## src/dpch_offset_pkg.sv

```systemverilog
package dpch_offset_pkg;
	localparam int FRAME_BITS = 8;
	localparam int CHIP_BITS = 16;
	localparam int TOTAL_BITS = 24;
	localparam int BOUNDARY_BITS = 16;
	localparam logic [15:0] CHIPS_PER_FRAME = 16'h9600;
	localparam logic [15:0] CHIP_OFFSET_MAX = 16'h95ff;
	localparam logic [23:0] WRAP_CHIPS = 24'h960000;
	localparam logic [7:0] ROUND_HALF = 8'h80;
	localparam logic [9:0] FDD_DEFAULT_MAX = 10'h257;
	localparam logic [2:0] TDD_DEFAULT_MAX = 3'h7;
	localparam logic [15:0] REPORTED_CHIP_MAX = 16'h95ff;
	localparam logic [7:0] RESET_FRAME = 8'h00;
	localparam logic [15:0] RESET_CHIP = 16'h0000;
	localparam logic [23:0] RESET_TIMING = 24'h000000;

	typedef struct packed {
		logic [7:0] frameOffset;
		logic [15:0] chipOffset;
	} link_offset_t;

	typedef struct packed {
		logic [23:0] chipDelay;
		logic [15:0] boundary;
		logic rangeError;
	} dpch_timing_t;
endpackage

```

## src/offset_rounder.sv

```systemverilog
`timescale 1ns/1ns
module offset_rounder (
	input wire logic [7:0] frameOffset,
	input wire logic [15:0] chipOffset,
	output logic [23:0] roundedChips
);
	logic [23:0] combined;
	logic [23:0] floorChips;
	logic [24:0] ceilChips;
	logic roundUp;
	logic aligned;

	// 255 * 38400 + 65535 still fits 24 bits, so nothing is lost in the product
	assign combined = ({16'h0000, frameOffset} * {8'h00, dpch_offset_pkg::CHIPS_PER_FRAME})
		+ {8'h00, chipOffset};
	assign aligned = (combined[7:0] == 8'h00);
	assign roundUp = (combined[7:0] >= dpch_offset_pkg::ROUND_HALF);
	assign floorChips = {combined[23:8], 8'h00};
	assign ceilChips = {1'b0, floorChips} + 25'h0000100;
	// rounding up past frame 255 wraps modulo 256 frames; the result is zero for any chip offset up to 0x95ff
	assign roundedChips = aligned ? combined :
		!roundUp ? floorChips :
		(ceilChips >= {1'b0, dpch_offset_pkg::WRAP_CHIPS}) ?
		ceilChips[23:0] - dpch_offset_pkg::WRAP_CHIPS : ceilChips[23:0];
endmodule

```

## src/dpch_timing_offset.sv

```systemverilog
`timescale 1ns/1ns
module dpch_timing_offset (
	input wire logic mclk,
	input wire logic resetn,
	input wire logic frameLoad,
	input wire logic [7:0] frameOffset,
	input wire logic chipLoad,
	input wire logic [15:0] chipOffset,
	input wire logic frameStart,
	input wire logic [7:0] cellFrameNumber,
	output logic timingValid,
	output dpch_offset_pkg::dpch_timing_t timing,
	output logic txStart
);
	dpch_offset_pkg::link_offset_t held_reg;
	logic frameSeen_reg;
	logic chipSeen_reg;
	logic timingValid_reg;
	dpch_offset_pkg::dpch_timing_t timing_reg;
	logic [23:0] chipCount_reg;
	logic [23:0] chipCount_next;
	logic txStart_reg;
	logic chipBad_reg;

	dpch_offset_pkg::link_offset_t loaded;
	logic [23:0] rounded;
	logic bothLoaded;
	logic chipBad;
	logic hitTarget;
	logic frameZero;
	logic [23:0] wrapFrom;

	// range test shared by the flag and its check
	function automatic logic chipOutOfRange(input logic [15:0] chip);
		return chip > dpch_offset_pkg::CHIP_OFFSET_MAX;
	endfunction

	assign loaded.frameOffset = frameLoad ? frameOffset : held_reg.frameOffset;
	assign loaded.chipOffset = chipLoad ? chipOffset : held_reg.chipOffset;
	// out-of-range chip offsets are flagged, not corrected; the controller owns the value
	assign chipBad = chipLoad ? chipOutOfRange(chipOffset) : chipBad_reg;
	assign bothLoaded = (frameSeen_reg | frameLoad) & (chipSeen_reg | chipLoad) & (frameLoad | chipLoad);

	offset_rounder u_offset_rounder (
		.frameOffset(loaded.frameOffset),
		.chipOffset(loaded.chipOffset),
		.roundedChips(rounded)
	);

	// chip counter runs from the common control channel frame 0 of the 256-frame cycle
	assign frameZero = frameStart && cellFrameNumber == 8'h00;
	assign chipCount_next = frameZero ? 24'h000000 :
		(chipCount_reg == dpch_offset_pkg::WRAP_CHIPS - 24'h000001) ? 24'h000000 :
		chipCount_reg + 24'h000001;
	assign hitTarget = timing_reg.rangeError == 1'b0 && frameSeen_reg && chipSeen_reg
		&& chipCount_reg == timing_reg.chipDelay;

	always_ff @(posedge mclk or negedge resetn) begin
		if (!resetn) begin
			held_reg <= {dpch_offset_pkg::RESET_FRAME, dpch_offset_pkg::RESET_CHIP};
			frameSeen_reg <= 1'b0;
			chipSeen_reg <= 1'b0;
			chipBad_reg <= 1'b0;
		end else begin
			held_reg <= loaded;
			frameSeen_reg <= frameSeen_reg | frameLoad;
			chipSeen_reg <= chipSeen_reg | chipLoad;
			chipBad_reg <= chipBad;
		end
	end

	always_ff @(posedge mclk or negedge resetn) begin
		if (!resetn) begin
			timingValid_reg <= 1'b0;
			timing_reg <= {dpch_offset_pkg::RESET_TIMING, 16'h0000, 1'b0};
		end else begin
			timingValid_reg <= bothLoaded;
			if (bothLoaded) begin
				timing_reg <= {rounded, rounded[23:8], chipBad};
			end
		end
	end

	always_ff @(posedge mclk or negedge resetn) begin
		if (!resetn) begin
			chipCount_reg <= dpch_offset_pkg::RESET_TIMING;
			txStart_reg <= 1'b0;
		end else begin
			chipCount_reg <= chipCount_next;
			txStart_reg <= hitTarget;
		end
	end

	assign timingValid = timingValid_reg;
	assign timing = timing_reg;
	assign txStart = txStart_reg;

	// valid handshake
	AST_VALID_PULSE: assert property (@(posedge mclk) disable iff (!resetn)
		timingValid |-> ##1 (!timingValid || $past(bothLoaded)))
		else $error("valid without a load");

	AST_VALID_AFTER_LOAD: assert property (@(posedge mclk) disable iff (!resetn)
		bothLoaded |=> timingValid)
		else $error("valid missing after load");

	AST_NO_VALID_IDLE: assert property (@(posedge mclk) disable iff (!resetn)
		!bothLoaded |=> !timingValid)
		else $error("valid without a completing load");

	AST_NO_VALID_BEFORE_FRAME: assert property (@(posedge mclk) disable iff (!resetn)
		(!frameSeen_reg && !frameLoad) |=> !timingValid)
		else $error("valid before any frame offset");

	AST_NO_VALID_BEFORE_CHIP: assert property (@(posedge mclk) disable iff (!resetn)
		(!chipSeen_reg && !chipLoad) |=> !timingValid)
		else $error("valid before any chip offset");

	// rounding and result shape
	// first combined value whose round-up passes frame 255
	assign wrapFrom = dpch_offset_pkg::WRAP_CHIPS - 24'(dpch_offset_pkg::ROUND_HALF);

	AST_ALIGNED: assert property (@(posedge mclk) disable iff (!resetn)
		timingValid |-> timing.chipDelay[7:0] == 8'h00)
		else $error("result not on 256-chip boundary");

	AST_BOUNDARY: assert property (@(posedge mclk) disable iff (!resetn)
		timingValid |-> timing.boundary == timing.chipDelay[23:8])
		else $error("boundary count does not match delay");

	AST_IN_RANGE: assert property (@(posedge mclk) disable iff (!resetn)
		(timingValid && !timing.rangeError) |-> timing.chipDelay < dpch_offset_pkg::WRAP_CHIPS)
		else $error("result beyond 256 frames");

	AST_ROUND_DOWN: assert property (@(posedge mclk) disable iff (!resetn)
		(bothLoaded && u_offset_rounder.combined[7:0] != 8'h00
		&& !u_offset_rounder.combined[7])
		|=> timing.chipDelay == {$past(u_offset_rounder.combined[23:8]), 8'h00})
		else $error("round down wrong");

	AST_ROUND_UP: assert property (@(posedge mclk) disable iff (!resetn)
		(bothLoaded && u_offset_rounder.combined[7]
		&& u_offset_rounder.combined < wrapFrom)
		|=> timing.chipDelay == {$past(u_offset_rounder.combined[23:8]) + 16'h0001, 8'h00})
		else $error("round up wrong");

	AST_ROUND_WRAP: assert property (@(posedge mclk) disable iff (!resetn)
		(bothLoaded && !chipBad && u_offset_rounder.combined >= wrapFrom)
		|=> timing.chipDelay == 24'h000000)
		else $error("round up past frame 255 did not wrap");

	AST_KEEP_ALIGNED: assert property (@(posedge mclk) disable iff (!resetn)
		(bothLoaded && u_offset_rounder.combined[7:0] == 8'h00)
		|=> timing.chipDelay == $past(u_offset_rounder.combined))
		else $error("aligned value changed");

	// range flag and load capture
	AST_CHIP_RANGE: assert property (@(posedge mclk) disable iff (!resetn)
		(bothLoaded && chipLoad && chipOutOfRange(chipOffset)) |=> (timingValid && timing.rangeError))
		else $error("out-of-range chip offset not flagged");

	AST_CHIP_CLEAN: assert property (@(posedge mclk) disable iff (!resetn)
		(bothLoaded && !chipBad) |=> !timing.rangeError)
		else $error("legal chip offset flagged");

	AST_FRAME_HELD: assert property (@(posedge mclk) disable iff (!resetn)
		frameLoad |=> held_reg.frameOffset == $past(frameOffset))
		else $error("frame offset not captured");

	AST_CHIP_HELD: assert property (@(posedge mclk) disable iff (!resetn)
		chipLoad |=> held_reg.chipOffset == $past(chipOffset))
		else $error("chip offset not captured");

	AST_TIMING_HOLDS: assert property (@(posedge mclk) disable iff (!resetn)
		!bothLoaded |=> $stable(timing))
		else $error("result changed without a load");

	// chip counter and transmit start
	AST_COUNT_ZERO: assert property (@(posedge mclk) disable iff (!resetn)
		frameZero |=> chipCount_reg == 24'h000000)
		else $error("counter not restarted at frame 0");

	// sampled reset keeps the release edge, where the counter still sits at zero, out
	AST_COUNT_STEP: assert property (@(posedge mclk) disable iff (!resetn)
		(resetn && !frameZero && chipCount_reg != dpch_offset_pkg::WRAP_CHIPS - 24'h000001)
		|=> chipCount_reg == $past(chipCount_reg) + 24'h000001)
		else $error("counter skipped a chip");

	AST_COUNT_RANGE: assert property (@(posedge mclk) disable iff (!resetn)
		chipCount_reg < dpch_offset_pkg::WRAP_CHIPS)
		else $error("counter beyond 256 frames");

	AST_TX_AT_TARGET: assert property (@(posedge mclk) disable iff (!resetn)
		txStart |-> $past(chipCount_reg) == $past(timing.chipDelay))
		else $error("transmit start off target");

	AST_TX_SUPPRESSED: assert property (@(posedge mclk) disable iff (!resetn)
		txStart |-> !$past(timing.rangeError))
		else $error("transmit start with flagged offset");

	AST_TX_NEEDS_BOTH: assert property (@(posedge mclk) disable iff (!resetn)
		txStart |-> ($past(frameSeen_reg) && $past(chipSeen_reg)))
		else $error("transmit start before both offsets");
endmodule

```

## config.mk

```make
export PLATFORM = sky130hd
export DESIGN_NAME = dpch_timing_offset
export DESIGN_NICKNAME = d
export VERILOG_FILES = /design/src/dpch_offset_pkg.sv /design/src/offset_rounder.sv /design/src/dpch_timing_offset.sv
export SDC_FILE = /design/constraint.sdc
export NUM_CORES = 1
export LEC_CHECK = 0
export BUFFER_PORTS_ARGS = -buffer_cell sky130_fd_sc_hd__buf_2
export CELL_PAD_IN_SITES_DETAIL_PLACEMENT = 1
export CELL_PAD_IN_SITES_GLOBAL_PLACEMENT = 2
export CORE_ASPECT_RATIO = 0.9
export CORE_MARGIN = 2
export CORE_UTILIZATION = 39
export DETAILED_ROUTE_END_ITERATION = 10
export GPL_TIMING_DRIVEN = 0
export PLACE_DENSITY = 0.84
export SLEW_MARGIN = 5
export SYNTH_ARGS = -nofsm -noshare
export SYNTH_HDL_FRONTEND = slang
export SYNTH_SLANG_ARGS = --single-unit
export TNS_END_PERCENT = 50
```

## constraint.sdc

```tcl
create_clock -name mclk -period 17.32 [get_ports mclk]
set_input_delay 3.464 -clock mclk [delete_from_list [all_inputs] [get_ports mclk]]
set_output_delay 3.464 -clock mclk [all_outputs]
set_load 0.03 [all_outputs]
```

# After elaboration in Yosys (flattened, before gate mapping)
# Cells that the tools add are included.
[totals] out_inout_bits=43 in_bits=37 wordCells=41 register_bits=94
[op_classes] reduce_logical=6 order_cmp=3 n_bitwise=6 add_sub_neg=4 mul=1 n_mux=8 n_eq_ne=2
[op_table] cell="$mux W24" count=5
[op_table] cell="$add A24 B9 Y25 const B" count=1
[op_table] cell="$ge A25 B24 Y1 const B" count=1
[op_table] cell="$add A24 B1 Y24 const B" count=1
[op_table] cell="$add A24 B16 Y24" count=1
[op_table] cell="$eq A24 B24 Y1" count=1
[op_table] cell="$eq A24 B24 Y1 const B" count=1
[op_table] cell="$sub A24 B24 Y24 const B" count=1
[op_table] cell="$gt A16 B16 Y1 const B" count=1
[op_table] cell="$logic_not A8 Y1" count=2
[op_table] cell="$mux W16" count=1
[op_table] cell="$mul A8 B7 Y15 const B" count=1
[op_table] cell="$ge A8 B8 Y1 const B" count=1
[op_table] cell="$mux W8" count=1
[op_table] cell="$logic_and A1 B1 Y1" count=4
[op_table] cell="$or A1 B1 Y1" count=3
[op_table] cell="$and A1 B1 Y1" count=2
[op_table] cell="$mux W1" count=1
[op_table] cell="$not A1 Y1" count=1

# Logic depth before layout (Yosys ltp)
[logic_depth] word_depth=8 depth_mapped=27

# Cells and area by module
# From an unflattened synthesis, not the netlist that was laid out.
[hier_totals] cells_unflattened=649 area_unflattened_um2=6493.7
[modules_own_cells] module="dpch_timing_offset" cells_per_inst=307 area_each_um2=3694.8 instances=1 seq_area_each_um2=1951.9
[modules_own_cells] module="offset_rounder" cells_per_inst=342 area_each_um2=2798.9 instances=1 seq_area_each_um2=0.0

# Least setup slack after synthesis
# No wires, ideal clock.
[synth_path] path_type="input port to flip-flop" startpoint="in frameLoad" endpoint="reg timing_reg (netlist bit timing[35])" arrival_ps=9635 path_slack_ps=7567 cell_stages=27 path_buffers=3 t_required_ps=17202 path_cell_list="clkbuf_1 -> mux2_2 -> ha_1 -> ha_1 -> ha_1 -> inv_1 -> fa_1 -> inv_1 -> ha_1 -> xnor2_1 -> ha_1 -> and2_1 -> or2_2 -> nor2_1 -> xnor2_1 -> clkbuf_1 -> nand4_1 -> xnor2_1 -> ha_1 -> or3_1 -> a31oi_1 -> a31oi_1 -> a21oi_2 -> buf_4 -> mux2i_1 -> a21oi_1 -> a21o_1"
[synth_lines] element="start, declared" line_no="dpch_timing_offset.sv:5" source="input wire logic frameLoad,"
[synth_lines] element="end signal, assigned" line_no="dpch_timing_offset.sv:75" source="timing_reg <= {dpch_offset_pkg::RESET_TIMING, 16'h0000, 1'b0};"
[synth_lines] element="end signal, assigned" line_no="dpch_timing_offset.sv:79" source="timing_reg <= {rounded, rounded[23:8], chipBad};"
[synth_lines] element="end, declared" line_no="dpch_timing_offset.sv:19" source="dpch_offset_pkg::dpch_timing_t timing_reg;"

==> flow_summary.json <==
{
  "pin_count_of_the_biggest_net_entering_global_routing": 48,
  "num_io_pins": 80,
  "grt_overflow": 0,
  "combined_area_of_the_multi_input_logic_cells_mm2": 0.003732,
  "die_h_um": 119.8,
  "fmax_mhz": 97.03,
  "wl_um": 15870,
  "postRouteAntennaNets": 0,
  "critPathLaunchType": "primary input",
  "layout.area.seq_mm2": 0.001777,
  "drt_drc_violations_left": 0,
  "vias": 4969,
  "numPortBuffers": 71,
  "area_growth_pct": 15.53,
  "ys_seq_area_share_pct": 30.58,
  "number_of_global_route_vias_before_repair": 5426,
  "drv_slew": 0,
  "cts-hold-fix-buffers": 0,
  "cts_htree_levels": 3,
  "final_critical_path_setup_slack_ns": 7.013,
  "cap_violations": 0,
  "postCtsResizedCells": 0,
  "core.rowCount": 42,
  "post_dp_cell_area_mm2": 0.006442,
  "synth_ff_type": "sky130_fd_sc_hd__dfrtp_1",
  "area_of_the_core_region_mm2": 0.01466,
  "worstPathRequired_ns": 17.55,
  "fin_worst_hold_slack_ns": 0.4962,
  "floorplan.die_area_mm2": 0.01589,
  "worst_slew_pin_tran_ns": 0.8850,
  "timing.critical_path.to_type": "flip-flop",
  "post_detailed_route_wirelength_per_cell_um": 17.12,
  "power_leakage_uw": 0.003098,
  "netlist_instances": 641,
  "detail_route.vias_per_cell": 5.360,
  "run_status": "finished clean",
  "cts_tree": "yes",
  "min-delay-path-class": "flip-flop to flip-flop",
  "clkSinkCount": 71,
  "insertion_delay_ns": 0.34,
  "track_usage_pct": 21.44,
  "gp_congestion": 0.8027,
  "vdd_ir_drop_max_mv": 0.08953,
  "deepest_clock_path_buffer_count": 2,
  "postSynth.asyncResetShare_pct": 100.0,
  "setup_viol": 0,
  "max-slew-margin-rel_pct": 40.57,
  "largest_reg_flops": 25,
  "cts_buffers": 9,
  "timing.final.crit_period_ns": 10.31,
  "finalCritPeriodShare_pct": 59.51,
  "initialDrtViolationCount": 177,
  "yosys_register_bits": 71,
  "post_route_cells_drive_above_1_share_pct": 18.79,
  "timing_worst_setup_path_type": "primary input to flip-flop",
  "synthesis.area_mm2": 0.005809,
  "insertedDiodeCount": 0,
  "dp_hpwl_um": 12820,
  "critical_path.max_fanout": 10,
  "syn_nets": 734,
  "power_density_mw_per_mm2": 211.2,
  "clockRootBuffer": "sky130_fd_sc_hd__clkbuf_16",
  "rsz_0062_raised_after_global_routing": "no",
  "global_route_wire_length_before_repair_um": 27390,
  "crit_arrival_ns": 10.53,
  "final.setup_skew_ns": 0.005947,
  "post_cts.repair.setup_buffers": 0,
  "initial_core_util_pct": 39.62,
  "total_neg_setup_slack_ns": 0,
  "place_ws_ns": 6.696,
  "grt_antenna_before_repair": 0,
  "fin_area_mm2": 0.006711,
  "synth-edff-count": 0,
  "clk_pin_slew_worst_paths_ns": 0.05,
  "die-width_um": 132.7,
  "final_nets": 817,
  "synthesis.area_per_instance_um2": 9.063,
  "fill_cells": 1706,
  "dr.pass1.iters": 4,
  "netlist-cell-type-count": 70,
  "timing.final.hold_violations": 0,
  "synthesis.yosys.warnings": 0
}
## stage by stage
stage	total power, uW	util (%)	std cells
finish	1417	45.78	927
global route	1558	45.78	927
CTS	1430	45.78	927
detailed placement	1250	43.94	911
global placement	1217	43.74	910
floorplan	1011	-	641
## layout by cell type (no fill, tap or decap), types with 10 or more instances in the layout
master,count
sky130_fd_sc_hd__xor2_1,41
sky130_fd_sc_hd__clkbuf_1,18
sky130_fd_sc_hd__mux2_2,12
sky130_fd_sc_hd__xnor2_1,34
sky130_fd_sc_hd__and2_1,10
sky130_fd_sc_hd__o21ai_0,23
sky130_fd_sc_hd__nand4_1,10
sky130_fd_sc_hd__or3_1,11
sky130_fd_sc_hd__nor2_1,60
sky130_fd_sc_hd__buf_4,18
sky130_fd_sc_hd__nand3_1,29
sky130_fd_sc_hd__nand2_1,45
sky130_fd_sc_hd__a21oi_1,20
sky130_fd_sc_hd__nor3_1,19
sky130_fd_sc_hd__ha_1,48
sky130_fd_sc_hd__dfrtp_1,71
sky130_fd_sc_hd__inv_1,29
sky130_fd_sc_hd__buf_2,70
sky130_fd_sc_hd__mux2i_1,10
## where the power goes
group / switching (uW) / internal (uW)
Clock: 68.6 / 101
Combinational: 630 / 378
Sequential: 41.9 / 199
Total: 740 / 677
## worst paths after layout
path | cells past startpoint | endpoint | slack, ns | from
max in group asynchronous | 2 | timing[40] | 13.74 | resetn
setup / recovery | 27 | timing[35] | 7.01 | frameLoad
setup reg to reg | 26 | timing[35] | 10.33 | held_reg[19]
min in group asynchronous | 1 | chipSeen_reg | 3.03 | resetn
hold / removal | 1 | frameSeen_reg | 0.50 | frameSeen_reg
hold reg to reg | 1 | frameSeen_reg | 0.50 | frameSeen_reg
## critical path, stage by stage
cell and delay, ns:
sky130_fd_sc_hd__clkbuf_1 0.40, sky130_fd_sc_hd__mux2_2 0.47, sky130_fd_sc_hd__ha_1 0.33, sky130_fd_sc_hd__ha_1 0.29, sky130_fd_sc_hd__ha_1 0.28, sky130_fd_sc_hd__inv_1 0.05
sky130_fd_sc_hd__fa_1 0.50, sky130_fd_sc_hd__inv_1 0.04, sky130_fd_sc_hd__ha_1 0.34, sky130_fd_sc_hd__xnor2_1 0.15, sky130_fd_sc_hd__ha_1 0.33, sky130_fd_sc_hd__and2_1 0.17
sky130_fd_sc_hd__or2_2 0.31, sky130_fd_sc_hd__nor2_1 0.35, sky130_fd_sc_hd__xnor2_1 0.21, sky130_fd_sc_hd__clkbuf_1 0.40, sky130_fd_sc_hd__nand4_1 0.38, sky130_fd_sc_hd__xnor2_1 0.24
sky130_fd_sc_hd__ha_1 0.28, sky130_fd_sc_hd__or3_1 0.40, sky130_fd_sc_hd__a31oi_1 0.19, sky130_fd_sc_hd__a31oi_1 0.09, sky130_fd_sc_hd__a21oi_2 0.17, sky130_fd_sc_hd__buf_4 0.21
sky130_fd_sc_hd__mux2i_1 0.21, sky130_fd_sc_hd__a21oi_1 0.09, sky130_fd_sc_hd__a21o_1 0.17
## Yosys cell counts, types with 10 or more instances
library cell | instances | area [um2]
sky130_fd_sc_hd__ha_1 | 48 | 600.6
sky130_fd_sc_hd__a21oi_1 | 20 | 100.1
sky130_fd_sc_hd__clkbuf_1 | 15 | 56.30
sky130_fd_sc_hd__o21ai_0 | 23 | 115.1
sky130_fd_sc_hd__nand3_1 | 29 | 145.1
sky130_fd_sc_hd__dfrtp_1 | 71 | 1777
sky130_fd_sc_hd__nand4_1 | 10 | 62.56
sky130_fd_sc_hd__and2_1 | 10 | 62.56
sky130_fd_sc_hd__xnor2_1 | 34 | 297.8
sky130_fd_sc_hd__nand2_1 | 45 | 168.9
sky130_fd_sc_hd__xor2_1 | 41 | 359.1
sky130_fd_sc_hd__mux2_2 | 12 | 135.1
sky130_fd_sc_hd__mux2i_1 | 10 | 100.1
sky130_fd_sc_hd__nor2_1 | 60 | 225.2
sky130_fd_sc_hd__or3_1 | 11 | 68.82
sky130_fd_sc_hd__inv_1 | 29 | 108.9
sky130_fd_sc_hd__buf_4 | 17 | 127.6
sky130_fd_sc_hd__nor3_1 | 19 | 95.09
## layer usage
metal | GRT usage (%) | wire length, um
met1 | 27.81 | 7519
met2 | 36.98 | 7775
met4 | 5.645 | 225
met5 | 0 | 0
met3 | 3.802 | 348
## kinds of logic (layout without fill, tap and decap cells)
logic type,Yosys count,in the layout,share of synthesized area (%)
AOI/OAI and AO/OA,110,110,13.05
xor gates and xnor gates,79,79,12.54
adders and majority gates,56,56,13.09
buffers and inverters,63,151,5.169
DFF,71,71,30.58
muxes,22,22,4.049
and+or+nand+nor,240,240,21.52
## area by class of cell
cell class / instances / area share, %
multi-input cells: 507 / 55.61
clock inverters: 3 / 0.2796
clock buffers: 13 / 3.729
inverters: 30 / 1.678
well taps: 198 / 3.691
flip-flops and latches: 71 / 26.47
plain buffers: 33 / 2.796
repair buffers: 72 / 5.742
No activity file was read; power rests on OpenSTA's default activity.
